--- src/css_pkg.sv ---
package css_pkg;

  // time base
  localparam int CLK_MHZ    = 100;
  localparam int T_4P1MS_US = 4100;
  localparam int T_65MS_US  = 65000;
  localparam int T_4MS_US   = 4000;
  localparam int T_64MS_US  = 64000;
  localparam int CYC_4P1MS  = T_4P1MS_US * CLK_MHZ;
  localparam int CYC_65MS   = T_65MS_US * CLK_MHZ;
  localparam int CYC_4MS    = T_4MS_US * CLK_MHZ;
  localparam int CYC_64MS   = T_64MS_US * CLK_MHZ;

  // clock sources, index into the edge vector
  typedef enum logic [1:0] {
    SRC_EXT  = 2'b00,
    SRC_RC   = 2'b01,
    SRC_K128 = 2'b10,
    SRC_LF   = 2'b11
  } css_src_t;
  localparam int WDT_IDX = 4;

  // clock source select fuse codes
  localparam logic [3:0] SEL_EXT      = 4'h0;
  localparam logic [3:0] SEL_RC       = 4'h2;
  localparam logic [3:0] SEL_K128     = 4'h3;
  localparam logic [3:0] SEL_LF_SHORT = 4'h4;
  localparam logic [3:0] SEL_LF_LONG  = 4'h5;

  // start-up time fuse codes
  localparam logic [1:0] STU_FAST = 2'h0;
  localparam logic [1:0] STU_MID  = 2'h1;
  localparam logic [1:0] STU_SLOW = 2'h2;
  localparam logic [1:0] STU_RSVD = 2'h3;

  typedef enum logic [1:0] {
    MS_NONE  = 2'b00,
    MS_SHORT = 2'b01,
    MS_LONG  = 2'b10
  } css_ms_t;

  // cycle counts of the selected source
  localparam logic [15:0] RST_CK_LF    = 16'h0004;
  localparam logic [15:0] RST_CK_STD   = 16'h000E;
  localparam logic [15:0] WAKE_CK_STD  = 16'h0006;
  localparam logic [15:0] WAKE_CK_LF1K = 16'h0400;
  localparam int          WAKE_CK_LF32K = 32768;

  // as-delivered fuse settings
  localparam logic [3:0] SHIP_SEL    = 4'h2;
  localparam logic [1:0] SHIP_STU    = 2'h2;
  localparam logic       SHIP_DIV8   = 1'b1;
  localparam logic       SHIP_RSTDIS = 1'b0;

  // prescaler and trim values
  localparam logic [3:0] PRESC_DIV8 = 4'h3;
  localparam logic [3:0] PRESC_DIV1 = 4'h0;
  localparam logic [7:0] TRIM_RST   = 8'h00;

  // register map
  localparam int         ADDR_W      = 4;
  localparam logic [3:0] ADDR_TRIM   = 4'h0;
  localparam logic [3:0] ADDR_PRESC  = 4'h4;
  localparam logic [3:0] ADDR_STATUS = 4'h8;
  localparam int STAT_SRC_LSB = 0;
  localparam int STAT_RSVD    = 2;
  localparam int STAT_RSTN    = 3;
  localparam int STAT_RUN     = 4;

  typedef enum logic [2:0] {
    ST_LOAD   = 3'b000,
    ST_RST_CK = 3'b001,
    ST_RST_MS = 3'b010,
    ST_RUN    = 3'b011,
    ST_SLEEP  = 3'b100,
    ST_WAKE   = 3'b101
  } css_state_t;

endpackage : css_pkg

--- src/css_top.sv ---
`timescale 1ns/100ps
module css_top
  import css_pkg::*;
#(
  parameter int MS_SHORT_CYC   = CYC_4P1MS,
  parameter int MS_LONG_CYC    = CYC_65MS,
  parameter int K128_SHORT_CYC = CYC_4MS,
  parameter int K128_LONG_CYC  = CYC_64MS,
  parameter int LF_WAKE_LONG   = WAKE_CK_LF32K
) (
  // clock and reset
  input  wire logic              CLK_IN,
  input  wire logic              ARST_N_IN,
  // oscillator pins
  input  wire logic              CRYSTAL_INPUT_PIN_IN,
  input  wire logic              RC_OSC_IN,
  input  wire logic              K128_OSC_IN,
  input  wire logic              TIMER_OSCILLATOR_PIN_IN,
  input  wire logic              WDT_OSC_IN,
  // fuses and calibration
  input  wire logic              FUSES_WRITTEN_IN,
  input  wire logic [3:0]        CLOCK_SOURCE_SELECT_FUSES_IN,
  input  wire logic [1:0]        STARTUP_TIME_FUSES_IN,
  input  wire logic              DIVIDE_BY_EIGHT_FUSE_IN,
  input  wire logic              RESET_PIN_DISABLE_FUSE_IN,
  input  wire logic [7:0]        FACTORY_CAL_IN,
  // sleep control
  input  wire logic              SLEEP_IN,
  input  wire logic              WAKE_IN,
  // register port
  input  wire logic [ADDR_W-1:0] ADDR_IN,
  input  wire logic [7:0]        WR_DATA_IN,
  input  wire logic              WR_STB_IN,
  input  wire logic              RD_STB_IN,
  output logic      [7:0]        RD_DATA_OUT,
  // clock and reset outputs
  output logic                   SYS_CLK_EN_OUT,
  output logic                   WDT_CLK_EN_OUT,
  output logic                   CORE_RST_N_OUT,
  output logic                   CORE_RUN_OUT,
  output logic      [1:0]        CLK_SRC_OUT,
  output logic                   CFG_RESERVED_OUT,
  output logic      [7:0]        OSCILLATOR_TRIM_OUT,
  output logic      [3:0]        PRESCALER_SELECT_OUT
);

  typedef struct packed {
    css_state_t  state;
    logic [15:0] cnt;
    logic [22:0] ms;
    logic [3:0]  sel;
    logic [1:0]  stu;
    logic        rstdis;
    css_src_t    src;
    logic        rsvd;
    logic [7:0]  trim;
    logic [3:0]  presc;
    logic [7:0]  rdata;
    logic        sys_en;
    logic        wdt_en;
    logic        core_rst_n;
    logic        run;
  } css_top_st_t;

  // fuse registers start at shipped values
  localparam css_top_st_t ST_RESET = '{
    state:      ST_LOAD,
    cnt:        16'h0000,
    ms:         23'h00_0000,
    sel:        SHIP_SEL,
    stu:        SHIP_STU,
    rstdis:     SHIP_RSTDIS,
    src:        SRC_RC,
    rsvd:       1'b0,
    trim:       TRIM_RST,
    presc:      PRESC_DIV8,
    rdata:      8'h00,
    sys_en:     1'b0,
    wdt_en:     1'b0,
    core_rst_n: 1'b0,
    run:        1'b0
  };

  css_top_st_t st_q;
  css_top_st_t st_d;

  logic [4:0] rise;
  logic       src_rise;
  logic [3:0] sel_in;
  logic [1:0] stu_in;
  logic       div8_in;
  logic       rstdis_in;
  css_ms_t    ms_mode;
  logic [7:0] status;

  // pins are asynchronous to CLK_IN; sampled edges must stay well
  // below half the 100 MHz rate or cycles are missed
  css_sync #(
    .N (5)
  ) u_sync (
    .clk_in    (CLK_IN),
    .arst_n_in (ARST_N_IN),
    .raw_in    ({WDT_OSC_IN,
                 TIMER_OSCILLATOR_PIN_IN,
                 K128_OSC_IN,
                 RC_OSC_IN,
                 CRYSTAL_INPUT_PIN_IN}),
    .rise_out  (rise)
  );

  // erased fuse array falls back to delivery settings
  assign sel_in    = FUSES_WRITTEN_IN ? CLOCK_SOURCE_SELECT_FUSES_IN
                                      : SHIP_SEL;
  assign stu_in    = FUSES_WRITTEN_IN ? STARTUP_TIME_FUSES_IN : SHIP_STU;
  assign div8_in   = FUSES_WRITTEN_IN ? DIVIDE_BY_EIGHT_FUSE_IN : SHIP_DIV8;
  assign rstdis_in = FUSES_WRITTEN_IN ? RESET_PIN_DISABLE_FUSE_IN
                                      : SHIP_RSTDIS;

  function automatic css_src_t src_of(input logic [3:0] sel);
    case (sel)
      SEL_EXT:      src_of = SRC_EXT;
      SEL_RC:       src_of = SRC_RC;
      SEL_K128:     src_of = SRC_K128;
      SEL_LF_SHORT: src_of = SRC_LF;
      SEL_LF_LONG:  src_of = SRC_LF;
      default:      src_of = SRC_RC;
    endcase
  endfunction : src_of

  function automatic logic sel_ok(input logic [3:0] sel);
    case (sel)
      SEL_EXT, SEL_RC, SEL_K128, SEL_LF_SHORT, SEL_LF_LONG: sel_ok = 1'b1;
      default: sel_ok = 1'b0;
    endcase
  endfunction : sel_ok

  function automatic logic [15:0] rst_ck(input css_src_t s);
    if (s == SRC_LF) begin
      rst_ck = RST_CK_LF;
    end else begin
      rst_ck = RST_CK_STD;
    end
  endfunction : rst_ck

  function automatic logic [15:0] wake_ck(input logic [3:0] sel);
    case (sel)
      SEL_LF_SHORT: wake_ck = WAKE_CK_LF1K;
      SEL_LF_LONG:  wake_ck = 16'(LF_WAKE_LONG);
      default:      wake_ck = WAKE_CK_STD;
    endcase
  endfunction : wake_ck

  // reserved start-up code takes the longest delay as a safe fallback
  function automatic css_ms_t ms_of(input logic [1:0] stu,
                                    input logic       rstdis,
                                    input css_src_t   s);
    case (stu)
      STU_FAST: begin
        if (rstdis && s != SRC_LF) begin
          ms_of = MS_SHORT;
        end else begin
          ms_of = MS_NONE;
        end
      end
      STU_MID:  ms_of = MS_SHORT;
      STU_SLOW: ms_of = MS_LONG;
      default:  ms_of = MS_LONG;
    endcase
  endfunction : ms_of

  // 128 kHz source uses the rounder 4/64 ms figures
  // stretched bare delay keeps 4.1 ms even on the 128 kHz source
  function automatic logic [22:0] ms_lim(input css_ms_t    m,
                                         input css_src_t   s,
                                         input logic [1:0] stu);
    if (s == SRC_K128 && stu != STU_FAST) begin
      ms_lim = (m == MS_LONG) ? 23'(K128_LONG_CYC)
                              : 23'(K128_SHORT_CYC);
    end else begin
      ms_lim = (m == MS_LONG) ? 23'(MS_LONG_CYC)
                              : 23'(MS_SHORT_CYC);
    end
  endfunction : ms_lim

  assign src_rise = rise[st_q.src];
  assign ms_mode  = ms_of(st_q.stu, st_q.rstdis, st_q.src);

  always_comb begin
    status = 8'h00;
    status[STAT_SRC_LSB +: 2] = st_q.src;
    status[STAT_RSVD] = st_q.rsvd;
    status[STAT_RSTN] = st_q.core_rst_n;
    status[STAT_RUN]  = st_q.run;
  end

  always_comb begin
    st_d        = st_q;
    st_d.rdata  = 8'h00;
    // core clock only ticks while running
    st_d.sys_en = src_rise & (st_q.state == ST_RUN);
    // watchdog ticks from its own oscillator whatever the source
    st_d.wdt_en = rise[WDT_IDX];
    case (st_q.state)
      ST_LOAD: begin
        // fuses latched once, one cycle after reset release
        st_d.sel    = sel_in;
        st_d.stu    = stu_in;
        st_d.rstdis = rstdis_in;
        st_d.src    = src_of(sel_in);
        st_d.rsvd   = ~sel_ok(sel_in) | (stu_in == STU_RSVD);
        st_d.trim   = FACTORY_CAL_IN;
        st_d.presc  = div8_in ? PRESC_DIV8 : PRESC_DIV1;
        st_d.cnt    = 16'h0000;
        st_d.state  = ST_RST_CK;
      end
      ST_RST_CK: begin
        if (src_rise) begin
          if (st_q.cnt + 16'h0001 == rst_ck(st_q.src)) begin
            st_d.ms    = 23'h00_0000;
            st_d.state = ST_RST_MS;
          end else begin
            st_d.cnt = st_q.cnt + 16'h0001;
          end
        end
      end
      ST_RST_MS: begin
        if (ms_mode == MS_NONE ||
            st_q.ms == ms_lim(ms_mode, st_q.src, st_q.stu)
                       - 23'h00_0001) begin
          st_d.state = ST_RUN;
        end else begin
          st_d.ms = st_q.ms + 23'h00_0001;
        end
      end
      ST_RUN: begin
        if (SLEEP_IN) begin
          st_d.state = ST_SLEEP;
        end
      end
      ST_SLEEP: begin
        if (WAKE_IN) begin
          st_d.cnt   = 16'h0000;
          st_d.state = ST_WAKE;
        end
      end
      ST_WAKE: begin
        if (src_rise) begin
          if (st_q.cnt + 16'h0001 == wake_ck(st_q.sel)) begin
            st_d.state = ST_RUN;
          end else begin
            st_d.cnt = st_q.cnt + 16'h0001;
          end
        end
      end
      default: begin
        st_d.state = ST_LOAD;
      end
    endcase
    // software cannot write while its core is held in reset
    if (WR_STB_IN && st_q.core_rst_n) begin
      case (ADDR_IN)
        ADDR_TRIM:  st_d.trim  = WR_DATA_IN;
        ADDR_PRESC: st_d.presc = WR_DATA_IN[3:0];
        default:    st_d.trim  = st_d.trim;
      endcase
    end
    if (RD_STB_IN) begin
      case (ADDR_IN)
        ADDR_TRIM:   st_d.rdata = st_q.trim;
        ADDR_PRESC:  st_d.rdata = {4'h0, st_q.presc};
        ADDR_STATUS: st_d.rdata = status;
        default:     st_d.rdata = 8'h00;
      endcase
    end
    st_d.core_rst_n = (st_d.state == ST_RUN) ||
                      (st_d.state == ST_SLEEP) ||
                      (st_d.state == ST_WAKE);
    st_d.run = (st_d.state == ST_RUN);
  end

  always_ff @(posedge CLK_IN or negedge ARST_N_IN) begin
    if (!ARST_N_IN) begin
      st_q <= ST_RESET;
    end else begin
      st_q <= st_d;
    end
  end

  assign RD_DATA_OUT          = st_q.rdata;
  assign SYS_CLK_EN_OUT       = st_q.sys_en;
  assign WDT_CLK_EN_OUT       = st_q.wdt_en;
  assign CORE_RST_N_OUT       = st_q.core_rst_n;
  assign CORE_RUN_OUT         = st_q.run;
  assign CLK_SRC_OUT          = st_q.src;
  assign CFG_RESERVED_OUT     = st_q.rsvd;
  assign OSCILLATOR_TRIM_OUT  = st_q.trim;
  assign PRESCALER_SELECT_OUT = st_q.presc;

endmodule : css_top

--- src/css_sync.sv ---
`timescale 1ns/100ps
module css_sync #(
  parameter int N = 5
) (
  input  wire logic         clk_in,
  input  wire logic         arst_n_in,
  input  wire logic [N-1:0] raw_in,
  output logic      [N-1:0] rise_out
);

  typedef struct packed {
    logic [N-1:0] s1;
    logic [N-1:0] s2;
    logic [N-1:0] s3;
    logic [N-1:0] rise;
    logic [1:0]   age;
  } css_sync_st_t;

  css_sync_st_t st_q;
  css_sync_st_t st_d;

  // first stage feeds only the second
  always_comb begin
    st_d      = st_q;
    st_d.s1   = raw_in;
    st_d.s2   = st_q.s1;
    st_d.s3   = st_q.s2;
    st_d.age  = (st_q.age == 2'h3) ? 2'h3 : st_q.age + 2'h1;
    // no edge until s3 holds a real sample, else a high pin fakes one
    st_d.rise = st_q.s2 & ~st_q.s3 & {N{st_q.age == 2'h3}};
  end

  always_ff @(posedge clk_in or negedge arst_n_in) begin
    if (!arst_n_in) begin
      st_q <= '0;
    end else begin
      st_q <= st_d;
    end
  end

  assign rise_out = st_q.rise;

endmodule : css_sync

--- config.mk ---
export PLATFORM = sky130hd
export DESIGN_NAME = css_top
export DESIGN_NICKNAME = d
export VERILOG_FILES = /design/src/css_pkg.sv /design/src/css_top.sv /design/src/css_sync.sv
export SDC_FILE = /design/constraint.sdc
export NUM_CORES = 1
export LEC_CHECK = 0
export ABC_AREA = 1
export BUFFER_PORTS_ARGS = -buffer_cell sky130_fd_sc_hd__buf_2
export CAP_MARGIN = 20
export CORE_MARGIN = 1.5
export CORE_UTILIZATION = 59
export CTS_CLUSTER_DIAMETER = 50
export DETAILED_ROUTE_END_ITERATION = 8
export PLACE_DENSITY = 0.81
export SYNTH_ARGS = -nofsm -noshare
export SYNTH_HDL_FRONTEND = slang
export SYNTH_SLANG_ARGS = --single-unit
--- constraint.sdc ---
create_clock -name CLK_IN -period 3.7 [get_ports CLK_IN]
set_clock_uncertainty 0.05 [all_clocks]
set_input_delay 0.74 -clock CLK_IN [delete_from_list [all_inputs] [get_ports CLK_IN]]
set_output_delay 0.74 -clock CLK_IN [all_outputs]
set_load 0.05 [all_outputs]
==> results of run 1 <==
==> cells in the mapped netlist, types with 3 or more instances <==
| cell type | n |
|---|---|
| o21ai_0 | 30 |
| nand4_1 | 20 |
| buf_4 | 24 |
| o21ai_1 | 5 |
| o221ai_1 | 4 |
| nor2_4 | 3 |
| o21ai_2 | 25 |
| ha_1 | 10 |
| nor2_1 | 72 |
| nand3b_1 | 5 |
| o22ai_1 | 4 |
| or2_2 | 13 |
| nor3_1 | 12 |
| nand2_2 | 3 |
| inv_1 | 78 |
| xor2_1 | 13 |
| nor4_1 | 4 |
| dfstp_2 | 5 |
| buf_6 | 4 |
| nor3b_1 | 5 |
| nor2_2 | 3 |
| nand2_1 | 227 |
| nand3_1 | 51 |
| a21oi_1 | 6 |
| clkbuf_1 | 12 |
| dfrtp_1 | 93 |
| a31oi_1 | 7 |
==> registers in the layout, summed over array words and instances, names as in the netlist <==
name and flops:
u_sync.st_q 7, OSCILLATOR_TRIM_OUT 8, RD_DATA_OUT 8, SYS_CLK_EN_OUT 1
CFG_RESERVED_OUT 1, u_sync.st_d 10, CORE_RUN_OUT 1, PRESCALER_SELECT_OUT 4
st_q 49, u_sync.rise_out 5, CLK_SRC_OUT 2, WDT_CLK_EN_OUT 1
CORE_RST_N_OUT 1
==> routing by layer <==
| layer | vias to the layer above | wire, um | global-route usage [%] | part of all wire, % |
|---|---|---|---|---|
| met1 | 2450 | 5600 | 35.4 | 42 |
| met3 | 36 | 768 | 4.83 | 5.8 |
| met5 | - | 0 | 0 | 0 |
| li1 | 2480 | - | - | - |
| met4 | 0 | 303 | 10.5 | 2.3 |
| met2 | 175 | 6580 | 45.8 | 50 |
==> kinds of logic (layout without fill, tap and decap cells) <==
kind of cell / Yosys count / in the layout / share of synthesized area, %
buf+inv: 119 / 166 / 9.96
flops: 98 / 98 / 43.2
fa+ha+maj: 10 / 10 / 2.20
xor+xnor: 13 / 13 / 2.00
compound gates: 87 / 87 / 10.1
simple gates: 422 / 422 / 32.6
==> metrics by stage <==
stage / instance area, um^2 / power [uW]
6_report: 6200 / 3430
5_1_grt: 6200 / 3630
4_1_cts: 6160 / 3420
3_5_place_dp: 5950 / 2710
3_3_place_gp: 5950 / 2650
2_1_floorplan: 5690 / 2510
==> final timing paths <==
kind	cells past startpoint	slack, ps	to
min	1	190	st_q[68]$_DFFE_PN0P_
min in group CLK_IN	0	310	u_sync.st_d[11]$_DFF_PN0_
max in group asynchronous	3	2560	st_q[52]$_DFFE_PN0P_
max reg2reg	15	470	st_q[39]$_DFFE_PN0P_
min reg2reg	0	310	u_sync.st_d[11]$_DFF_PN0_
max	15	470	st_q[39]$_DFFE_PN0P_
==> cell type report <==
cell class | count | area [um^2]
Clock inverter | 7 | 81.3
Clock buffer | 9 | 124
Timing Repair Buffer | 71 | 390
Fill cell | 787 | 3090
Multi-Input combinational cell | 532 | 2690
Tap cell | 129 | 161
Inverter | 79 | 297
Sequential cell | 98 | 2460
==> timing repair <==
action                     CTS  global route
setup endpoints to repair    0            23
gates resized for setup      0             2
hold endpoints to repair     0             0
==> power groups by stage <==
stage / logic [uW] / registers (uW) / clock network, uW
detailed placement: 1310 / 1400 / 0
CTS: 1320 / 1370 / 731
global placement: 1270 / 1380 / 0
global route: 1470 / 1400 / 770
floorplan: 1110 / 1390 / 0
finish: 1340 / 1380 / 717
==> summary.md, run 1 <==
| Metric | Value |
|---|---|
| CP Class | reg -> reg |
| # port buffers | 66 |
| Max Cap Violations | 0 |
| Synth cell types | 36 |
| RSZ-0062 raised after global routing | no |
| Share of the synthesized area in the top cell type | 40.9% |
| Initial Util | 61.3% |
| Final Cycle Share | 87.3% |
| Commonest non-fill, non-tap cell in the layout | nand2_1 |
| Die area | 10200 um^2 |
| Pwr/cell area | 554 nW/um^2 |
| Root buffer cell | clkbuf_8 |
| Antenna violations before repair | 0 |
| Post-CTS Hold Fix Bufs | 0 |
| Worst-path cell chain | nor2_1 -> nor3_2 -> inv_1 -> ha_1 -> inv_1 -> ha_1 -> xor2_1 -> nand2_1 -> nor3_1 -> nand3_1 -> o21ai_1 -> o22ai_1 -> nand2_8 -> nand2_1 -> o21ai_2 |
| Delay-heaviest family, CP | simple AND/OR/NAND/NOR gates |
| WL/cell | 14.3 um |
| Hold Path Class | in -> async |
| Cell area after synthesis | 5690 um^2 |
| Worst VDD drop | 0.283 mV |
| Worst Path Arrival | 3480 ps |
| GRT Resource Usage Total | 27.3% |
| Leak Pwr | 0.00299 uW |
| DR iter-0 viols | 425 |
| Net switching power | 1570 uW |
| Slew Limit Fails | 0 |
| FFs w/ async S/R, synth | 100% |
| Critical Path Source | st_q[29]$_DFFE_PN1P_ |
| Slew @ Worst Pin | 814 ps |
| Time the worst path needs with I/O delays and setup | 3230 ps |
| Outcome | complete, no violations |
| H-tree depth | 3 |
| Hpwl dp | 9710 um |
| Synth area leaders | dfrtp_1, nand2_1, inv_1 |
| DR pass1 iterations | 5 |
| ANT nets after route | 0 |
| CTS buffer count | 9 |
| CTS max path bufs | 2 |
| CTS tree | built |
| Slew margin rel. | 45.6% |
| Post-Route WL | 13200 um |
| Chip Height | 101 um |
| Dpl cells | 908 |
| Vias in the first global route | 4858 |
| Setup TNS Final | 0 ps |
| Startpoint class of the critical path | flip-flop |
| Flop pwr share | 40.2% |
| Final setup viols | 0 |
| Post-route insts no fill | 925 |
| Area delta synth->final | 8.88% |
| Largest net degree at the start of global routing | 85 |
| Row cnt | 35 |
| Final Core Density | 66.8% |
| GPL Wtd Cong | 0.991 |
| Share of layout cells above drive strength 1 | 18.1% |
| Gate power share | 38.9% |
| Vias per cell | 5.56 |
| # IOs | 67 |
| Core area | 9280 um^2 |
| Setup ws final | 470 ps |
| Bufs and invs on worst path | 2 |
| DRC violations left | 0 |
| Congestion Overflow GR | 0 |
| Power share of the clock group | 20.9% |
| Clock transition at path regs | 120 ps |
| Syn avg cell area | 7.60 um^2 |
| Vias after detailed routing | 5141 |
| Final hold viol count | 0 |
| # Post-CTS Setup Buffers | 0 |
| Die span in x | 101 um |
| Synthesized netlist cell count | 749 |
| Most frequent cells in the layout | nand2_1, dfrtp_1, inv_1, nor2_1, buf_2 |
| Reg-to-Reg Start | st_q[29]$_DFFE_PN1P_ |
| Ant diodes | 0 |
| Synth Register Bits | 98 |
| Slowest CP cell | dfstp_2 |
| Endpoint type of the worst setup path | flip-flop |
| Sequential share of the synthesized area | 43.2% |
| Net count, final | 841 |
| CP max FO | 46 |
| Cell Int Power | 1870 uW |
| Worst slack, placed | 222 ps |
| Top FF cell, synth | dfrtp_1 |
| Critical path's largest stage delay | 630 ps |
| EDFF count, synth | 0 |
| Yosys warning count | 0 |
| Num Clock Sinks | 98 |
| Post-synth net total | 799 |
| Sw Ratio | 45.7% |
| CP Data Required Time | 3950 ps |
| First-pass GRT wire length | 22100 um |
| Later-pin clock latency in the skew report | 390 ps |
| Fmax | 310 MHz |
| Hold_ws | 187 ps |
| Area leader, netlist | dfrtp_1 |
(Power assumes the default switching activity.)
==> run 2, diff against run 1 <==
--- a/config.mk
+++ b/config.mk
@@ -12,7 +12,7 @@
 export CORE_UTILIZATION = 59
 export CTS_CLUSTER_DIAMETER = 50
 export DETAILED_ROUTE_END_ITERATION = 8
-export PLACE_DENSITY = 0.81
+export PLACE_DENSITY_LB_ADDON = 0.15
 export SYNTH_ARGS = -nofsm -noshare
 export SYNTH_HDL_FRONTEND = slang
 export SYNTH_SLANG_ARGS = --single-unit
==> summary.md, run 2 (synthesis results as in run 1) <==
| Metric | Value |
|---|---|
| DRT met1 WL | 5550 um (-0.80%) |
| Area delta synth->final | 8.42% |
| Worst Path Arrival | 3480 ps (about the same) |
| DRC violations left | 0 (unchanged) |
| Top reg by flops | st_q |
| Slowest CP cell | dfstp_2 |
| Vias after detailed routing | 4934 (-4.0%) |
| Critical path's largest stage delay | 620 ps (about the same) |
| Met2 wire length | 6190 um (-5.8%) |
| CP Data Required Time | 3940 ps (about the same) |
| Row cnt | 35 (unchanged) |
| Endpoint type of the worst setup path | flip-flop |
| Congestion Overflow GR | 0 (unchanged) |
| CTS tree | built |
| PostCTS Resize Cnt | 0 (unchanged) |
| Slew Limit Fails | 0 (unchanged) |
| WL/cell | 13.7 um (-4.4%) |
| Post-Route WL | 12700 um (-4.4%) |
| CP max FO | 46 (unchanged) |
| Most frequent cells in the layout | nand2_1, dfrtp_1, inv_1, nor2_1, buf_2 |
| Delay-heaviest family, CP | simple AND/OR/NAND/NOR gates |
| H-tree depth | 3 (unchanged) |
| DR pass1 iterations | 5 (unchanged) |
| Cell Int Power | 1920 uW (+3.0%) |
| DR iter-0 viols | 320 (-25%) |
| Max FFs per register | 49 (unchanged) |
| CTS max path bufs | 2 (unchanged) |
| # port buffers | 66 (unchanged) |
| Later-pin clock latency in the skew report | 370 ps (-20 ps) |
| Hpwl dp | 9460 um (-2.6%) |
| Setup TNS Final | 0 ps (unchanged) |
| Time the worst path needs with I/O delays and setup | 3240 ps (+12.0 ps) |
| ANT nets after route | 0 (unchanged) |
| First-pass GRT wire length | 20700 um (-6.4%) |
| Ant diodes | 0 (unchanged) |
| Dpl cells | 909 (+0.11%) |
| Chip Height | 101 um (unchanged) |
| Outcome | complete, no violations |
| Pwr/cell area | 555 nW/um^2 (+0.18%) |
| Slew margin rel. | 46.8% (+1.3 points) |
| Final Cycle Share | 87.6% (+0.32 points) |
| Net switching power | 1500 uW (-4.1%) |
| Startpoint class of the critical path | flip-flop |
| Setup ws final | 458 ps (-12.0 ps) |
| Met3 Wirelength | 715 um (-6.9%) |
| Post-route cell area | 6170 um^2 (-0.42%) |
| RSZ-0062 raised after global routing | no |
| Post-placement cell area | 5960 um^2 (+0.13%) |
| Max Cap Violations | 0 (unchanged) |
| Sw Ratio | 43.9% (-1.8 points) |
| Core area | 9280 um^2 (unchanged) |
| Slew @ Worst Pin | 795 ps (-19.1 ps) |
| Fmax | 308 MHz (-0.37%) |
| Commonest non-fill, non-tap cell in the layout | nand2_1 |
| Hold_ws | 307 ps (+120 ps) |
| Highest metal used | met4 |
| Clock transition at path regs | 100 ps (-20 ps) |
| Worst slack, placed | 529 ps (+307 ps) |
| Root buffer cell | clkbuf_8 |
| Antenna violations before repair | 0 (unchanged) |
| Hold Path Class | reg -> reg |
| GPL Wtd Cong | 0.960 (-3.2%) |
| # IOs | 67 (unchanged) |
| CP Class | reg -> reg |
| CTS buffer count | 9 (unchanged) |
| Vias in the first global route | 4431 (-8.8%) |
| Post-route insts no fill | 925 (unchanged) |
| # Post-CTS Setup Buffers | 0 (unchanged) |
| Leak Pwr | 0.00299 uW (-0.16%) |
| Worst VDD drop | 0.315 mV (+12%) |
| Vias per cell | 5.33 (-4.0%) |
| Share of layout cells above drive strength 1 | 18.0% (-0.13 points) |
| Final setup viols | 0 (unchanged) |
| Net count, final | 841 (unchanged) |
| Gate power share | 38.2% (-0.7 points) |
| Bufs and invs on worst path | 3 (+1) |
| Num Clock Sinks | 98 (unchanged) |
| Initial Util | 61.3% (unchanged) |
| Die span in x | 101 um (unchanged) |
| Die area | 10200 um^2 (unchanged) |
| Worst-path cell chain | nor2_1 -> nor3_1 -> buf_4 -> inv_1 -> ha_1 -> inv_1 -> ha_1 -> xor2_1 -> nand2_1 -> nor3_1 -> nand3_1 -> o21ai_1 -> o22ai_1 -> nand2_4 -> nand2_1 -> o21ai_2 |
| Largest net degree at the start of global routing | 56 (-34%) |
| Power share of the clock group | 21.7% (+0.8 points) |
| Flop pwr share | 40.1% (about the same) |
| Post-CTS Hold Fix Bufs | 0 (unchanged) |
| Final hold viol count | 0 (unchanged) |
| GRT Resource Usage Total | 25.7% (-1.6 points) |
==> run 2: final timing paths <==
| kind | startpoint | endpoint | slack (ps) | cells after the start |
|---|---|---|---|---|
| worst max-delay path | st_q[29]$_DFFE_PN1P_ | st_q[48]$_DFFE_PN0P_ | 460 | 16 |
| worst min-delay path | u_sync.st_d[12]$_DFF_PN0_ | u_sync.st_d[7]$_DFF_PN0_ | 310 | 0 |
| worst max register to register | st_q[29]$_DFFE_PN1P_ | st_q[48]$_DFFE_PN0P_ | 460 | 16 |
| worst min register to register | u_sync.st_d[12]$_DFF_PN0_ | u_sync.st_d[7]$_DFF_PN0_ | 310 | 0 |
| max in group asynchronous | ARST_N_IN | st_q[31]$_DFFE_PN1P_ | 2400 | 2 |
| min in group asynchronous | ARST_N_IN | st_q[66]$_DFFE_PN0P_ | 350 | 1 |
==> run 2: worst register-to-register path, cell delays in order (launching register included) <==
cell and delay (ps):
dfstp_2 620, nor2_1 80, nor3_1 140, buf_4 170, inv_1 70, ha_1 220
inv_1 90, ha_1 240, xor2_1 150, nand2_1 80, nor3_1 160, nand3_1 100
o21ai_1 170, o22ai_1 130, nand2_4 450, nand2_1 170, o21ai_2 80
==> run 2: through the flow <==
stage	utilization, %	total power, uW
6_report	66.5	3420
5_1_grt	66.5	3650
4_1_cts	66.5	3450
3_5_place_dp	64.2	2700
3_3_place_gp	64.2	2660
2_1_floorplan	-	2510
==> run 2: cell type report <==
type,count,area [um^2]
Clock buffer,9,124
Tap cell,129,161
Inverter,79,297
Multi-Input combinational cell,532,2670
Timing Repair Buffer,71,370
Fill cell,802,3110
Clock inverter,7,88.8
Sequential cell,98,2460
==> run 2: routing by layer <==
metal	up-vias	global-route usage, %
li1	2473	-
met1	2277	35.0
met2	162	42.5
met3	22	4.28
met4	0	7.37
met5	-	0
==> run 2: power by group through the flow <==
stage               clock, uW  sequential [uW]  combinational, uW
detailed placement          0             1390               1310
global placement            0             1380               1270
CTS                       768             1370               1310
floorplan                   0             1390               1110
global route              811             1390               1440
finish                    744             1370               1310
==> run 3, diff against run 2 <==
--- a/config.mk
+++ b/config.mk
@@ -11,8 +11,9 @@
 export CORE_MARGIN = 1.5
 export CORE_UTILIZATION = 59
 export CTS_CLUSTER_DIAMETER = 50
+export CTS_CLUSTER_SIZE = 16
 export DETAILED_ROUTE_END_ITERATION = 8
-export PLACE_DENSITY_LB_ADDON = 0.15
+export PLACE_DENSITY = 0.9
 export SYNTH_ARGS = -nofsm -noshare
 export SYNTH_HDL_FRONTEND = slang
 export SYNTH_SLANG_ARGS = --single-unit
==> summary.md, run 3 (synthesis results as in run 1) <==
| Metric | Value |
|---|---|
| CP max FO | 46 (unchanged) |
| First-pass GRT wire length | 22100 um (+6.5%) |
| Area of the multi-input gates | 2690 um^2 (+0.52%) |
| Vias in the first global route | 4972 (+12%) |
| Register area | 2460 um^2 (unchanged) |
| Hold Path Class | in -> async |
| Fmax | 310 MHz (+0.35%) |
| Final hold viol count | 0 (unchanged) |
| CTS max path bufs | 2 (unchanged) |
| Core area | 9280 um^2 (unchanged) |
| Post-route cell area | 6160 um^2 (-0.20%) |
| Top reg by flops | st_q |
| Vias per cell | 5.56 (+4.2%) |
| # IOs | 67 (unchanged) |
| CP Data Required Time | 3940 ps (about the same) |
| Dpl cells | 908 (-0.11%) |
| ANT nets after route | 0 (unchanged) |
| Slew margin rel. | 46.1% (-0.79 points) |
| Final setup viols | 0 (unchanged) |
| H-tree depth | 3 (unchanged) |
| Post-Route WL | 13300 um (+4.9%) |
| Die area | 10200 um^2 (unchanged) |
| DR iter-0 viols | 405 (+27%) |
| Fillers | 745 (-7.1%) |
| Net count, final | 840 (-0.12%) |
| Critical path's largest stage delay | 630 ps (about the same) |
| Sw Ratio | 45.1% (+1.2 points) |
| Final Cycle Share | 87.3% (-0.31 points) |
| Post-placement cell area | 5950 um^2 (-0.13%) |
| CTS buffer count | 9 (unchanged) |
| Clock transition at path regs | 100 ps (about the same) |
| Delay-heaviest family, CP | simple AND/OR/NAND/NOR gates |
| GRT Resource Usage Total | 27.1% (+1.4 points) |
| Root buffer cell | clkbuf_8 |
| WL/cell | 14.4 um (+5.0%) |
| Slowest CP cell | dfstp_2 |
| Most frequent cells in the layout | nand2_1, dfrtp_1, inv_1, nor2_1, buf_2 |
| Largest net degree at the start of global routing | 49 (-13%) |
| Endpoint type of the worst setup path | flip-flop |
| DRC violations left | 0 (unchanged) |
| Max Cap Violations | 0 (unchanged) |
| Time the worst path needs with I/O delays and setup | 3230 ps (-11.4 ps) |
| Initial Util | 61.3% (unchanged) |
| Num Clock Sinks | 98 (unchanged) |
| Flop pwr share | 40.6% (+0.5 points) |
| DR pass1 iterations | 9 (+4) |
| Slew Limit Fails | 0 (unchanged) |
| Row cnt | 35 (unchanged) |
| CP Class | reg -> reg |
| Cell Int Power | 1870 uW (-2.9%) |
| Pwr/cell area | 552 nW/um^2 (-0.55%) |
| GPL Wtd Cong | 0.975 (+1.6%) |
| CTS tree | built |
| Setup TNS Final | 0 ps (unchanged) |
| Worst VDD drop | 0.367 mV (+16%) |
| Post-route insts no fill | 924 (-0.11%) |
| Antenna violations before repair | 0 (unchanged) |
| Startpoint class of the critical path | flip-flop |
| Ant diodes | 0 (unchanged) |
| Later-pin clock latency in the skew report | 370 ps (about the same) |
| Die span in x | 101 um (unchanged) |
| Worst-path cell chain | nor2_1 -> nor3_2 -> inv_1 -> ha_1 -> inv_1 -> ha_1 -> xor2_1 -> nand2_1 -> nor3_1 -> nand3_1 -> o21ai_1 -> o22ai_1 -> nand2_8 -> nand2_1 -> o21ai_2 |
| RSZ-0062 raised after global routing | no |
| Chip Height | 101 um (unchanged) |
| Final Core Density | 66.3% (-0.13 points) |
| Slew @ Worst Pin | 807 ps (+11.8 ps) |
| Net switching power | 1530 uW (+1.9%) |
| Outcome | complete, no violations |
| Commonest non-fill, non-tap cell in the layout | nand2_1 |
| Max FFs per register | 49 (unchanged) |
| Congestion Overflow GR | 0 (unchanged) |
| Hpwl dp | 9810 um (+3.7%) |
| Area delta synth->final | 8.20% |
| Leak Pwr | 0.00297 uW (-0.47%) |
| Worst Path Arrival | 3470 ps (about the same) |
| Vias after detailed routing | 5134 (+4.1%) |
| Share of layout cells above drive strength 1 | 18.0% (+0.023 points) |
| Bufs and invs on worst path | 2 (-1) |
| Power share of the clock group | 20.2% (-1.5 points) |
| Gate power share | 39.2% (+1.0 points) |
| # port buffers | 66 (unchanged) |
| Post-CTS Hold Fix Bufs | 0 (unchanged) |
run 3: cell types whose count changed in the layout (fill, tap and decap cells not counted):
cell / before / now
clkbuf_8: 9 / 10
bufinv_16: 1 / 0
buf_4: 6 / 5
nor3_1: 11 / 10
nor3_2: 1 / 2
clkinv_4: 0 / 2
nand2_8: 0 / 1
inv_8: 3 / 2
inv_6: 2 / 1
nand2_4: 2 / 1
run 3: path summary, 6_finish.rpt:
path                       cells after the start  slack [ps]                           endpoint                       from
max                                           15         470               st_q[47]$_DFFE_PN0P_       st_q[29]$_DFFE_PN1P_
min                                            1         310               st_q[65]$_DFFE_PN0P_                  ARST_N_IN
max reg2reg                                   15         470               st_q[47]$_DFFE_PN0P_       st_q[29]$_DFFE_PN1P_
min reg2reg                                    0         310          u_sync.st_d[10]$_DFF_PN0_  u_sync.st_d[15]$_DFF_PN0_
max in group asynchronous                      2        2450  PRESCALER_SELECT_OUT[1]$_DFF_PN1_                  ARST_N_IN
min in group CLK_IN                            0         310          u_sync.st_d[10]$_DFF_PN0_  u_sync.st_d[15]$_DFF_PN0_
run 3: worst register-to-register path: cells and delay by family, from the launching register on:
kind | cells | cell delay, ps
flip-flops | 1 | 630
buffers and inverters | 2 | 240
XOR/XNOR | 1 | 150
AND/OR/NAND/NOR | 7 | 1170
adder cells (fa/ha/maj) | 2 | 490
AO/OA/AOI/OAI | 3 | 430
run 3: power by group through the flow:
stage	Combinational, uW	Sequential (uW)	Clock [uW]
after CTS	1310	1370	699
after floorplan	1110	1390	0
final	1330	1380	688
after global routing	1470	1400	741
after global placement	1250	1380	0
after detailed placement	1310	1400	0
run 3: stage by stage:
| stage | total power (uW) | hold WS, ps | setup slack (ps) |
|---|---|---|---|
| after global routing | 3610 | 313 | 204 |
| after floorplan | 2510 | 281 | 929 |
| final | 3400 | 309 | 469 |
| after detailed placement | 2700 | 290 | 222 |
| after CTS | 3380 | 312 | 211 |
| after global placement | 2630 | 284 | 492 |
run 3: layout make-up:
cell class / count / share of cell area, %
inverter: 79 / 4.82
multi-input combinational: 532 / 43.6
sequential: 98 / 39.9
tap: 129 / 2.62
clock buffer: 10 / 2.23
clock inverter: 6 / 0.914
timing repair buffer: 70 / 5.89
run 3: what timing repair did:
item,CTS,global route
gates resized for setup,0,2
setup endpoints to repair,0,23
setup buffers,0,0
run 3: metal layers:
layer  vias to the layer above  GRT usage, %  share of wire, %
met4                         0          13.0               2.5
met5                         -             0                 0
met1                      2425          34.0                40
met3                        41          4.76               6.1
met2                       196          45.5                51
li1                       2472             -                 -
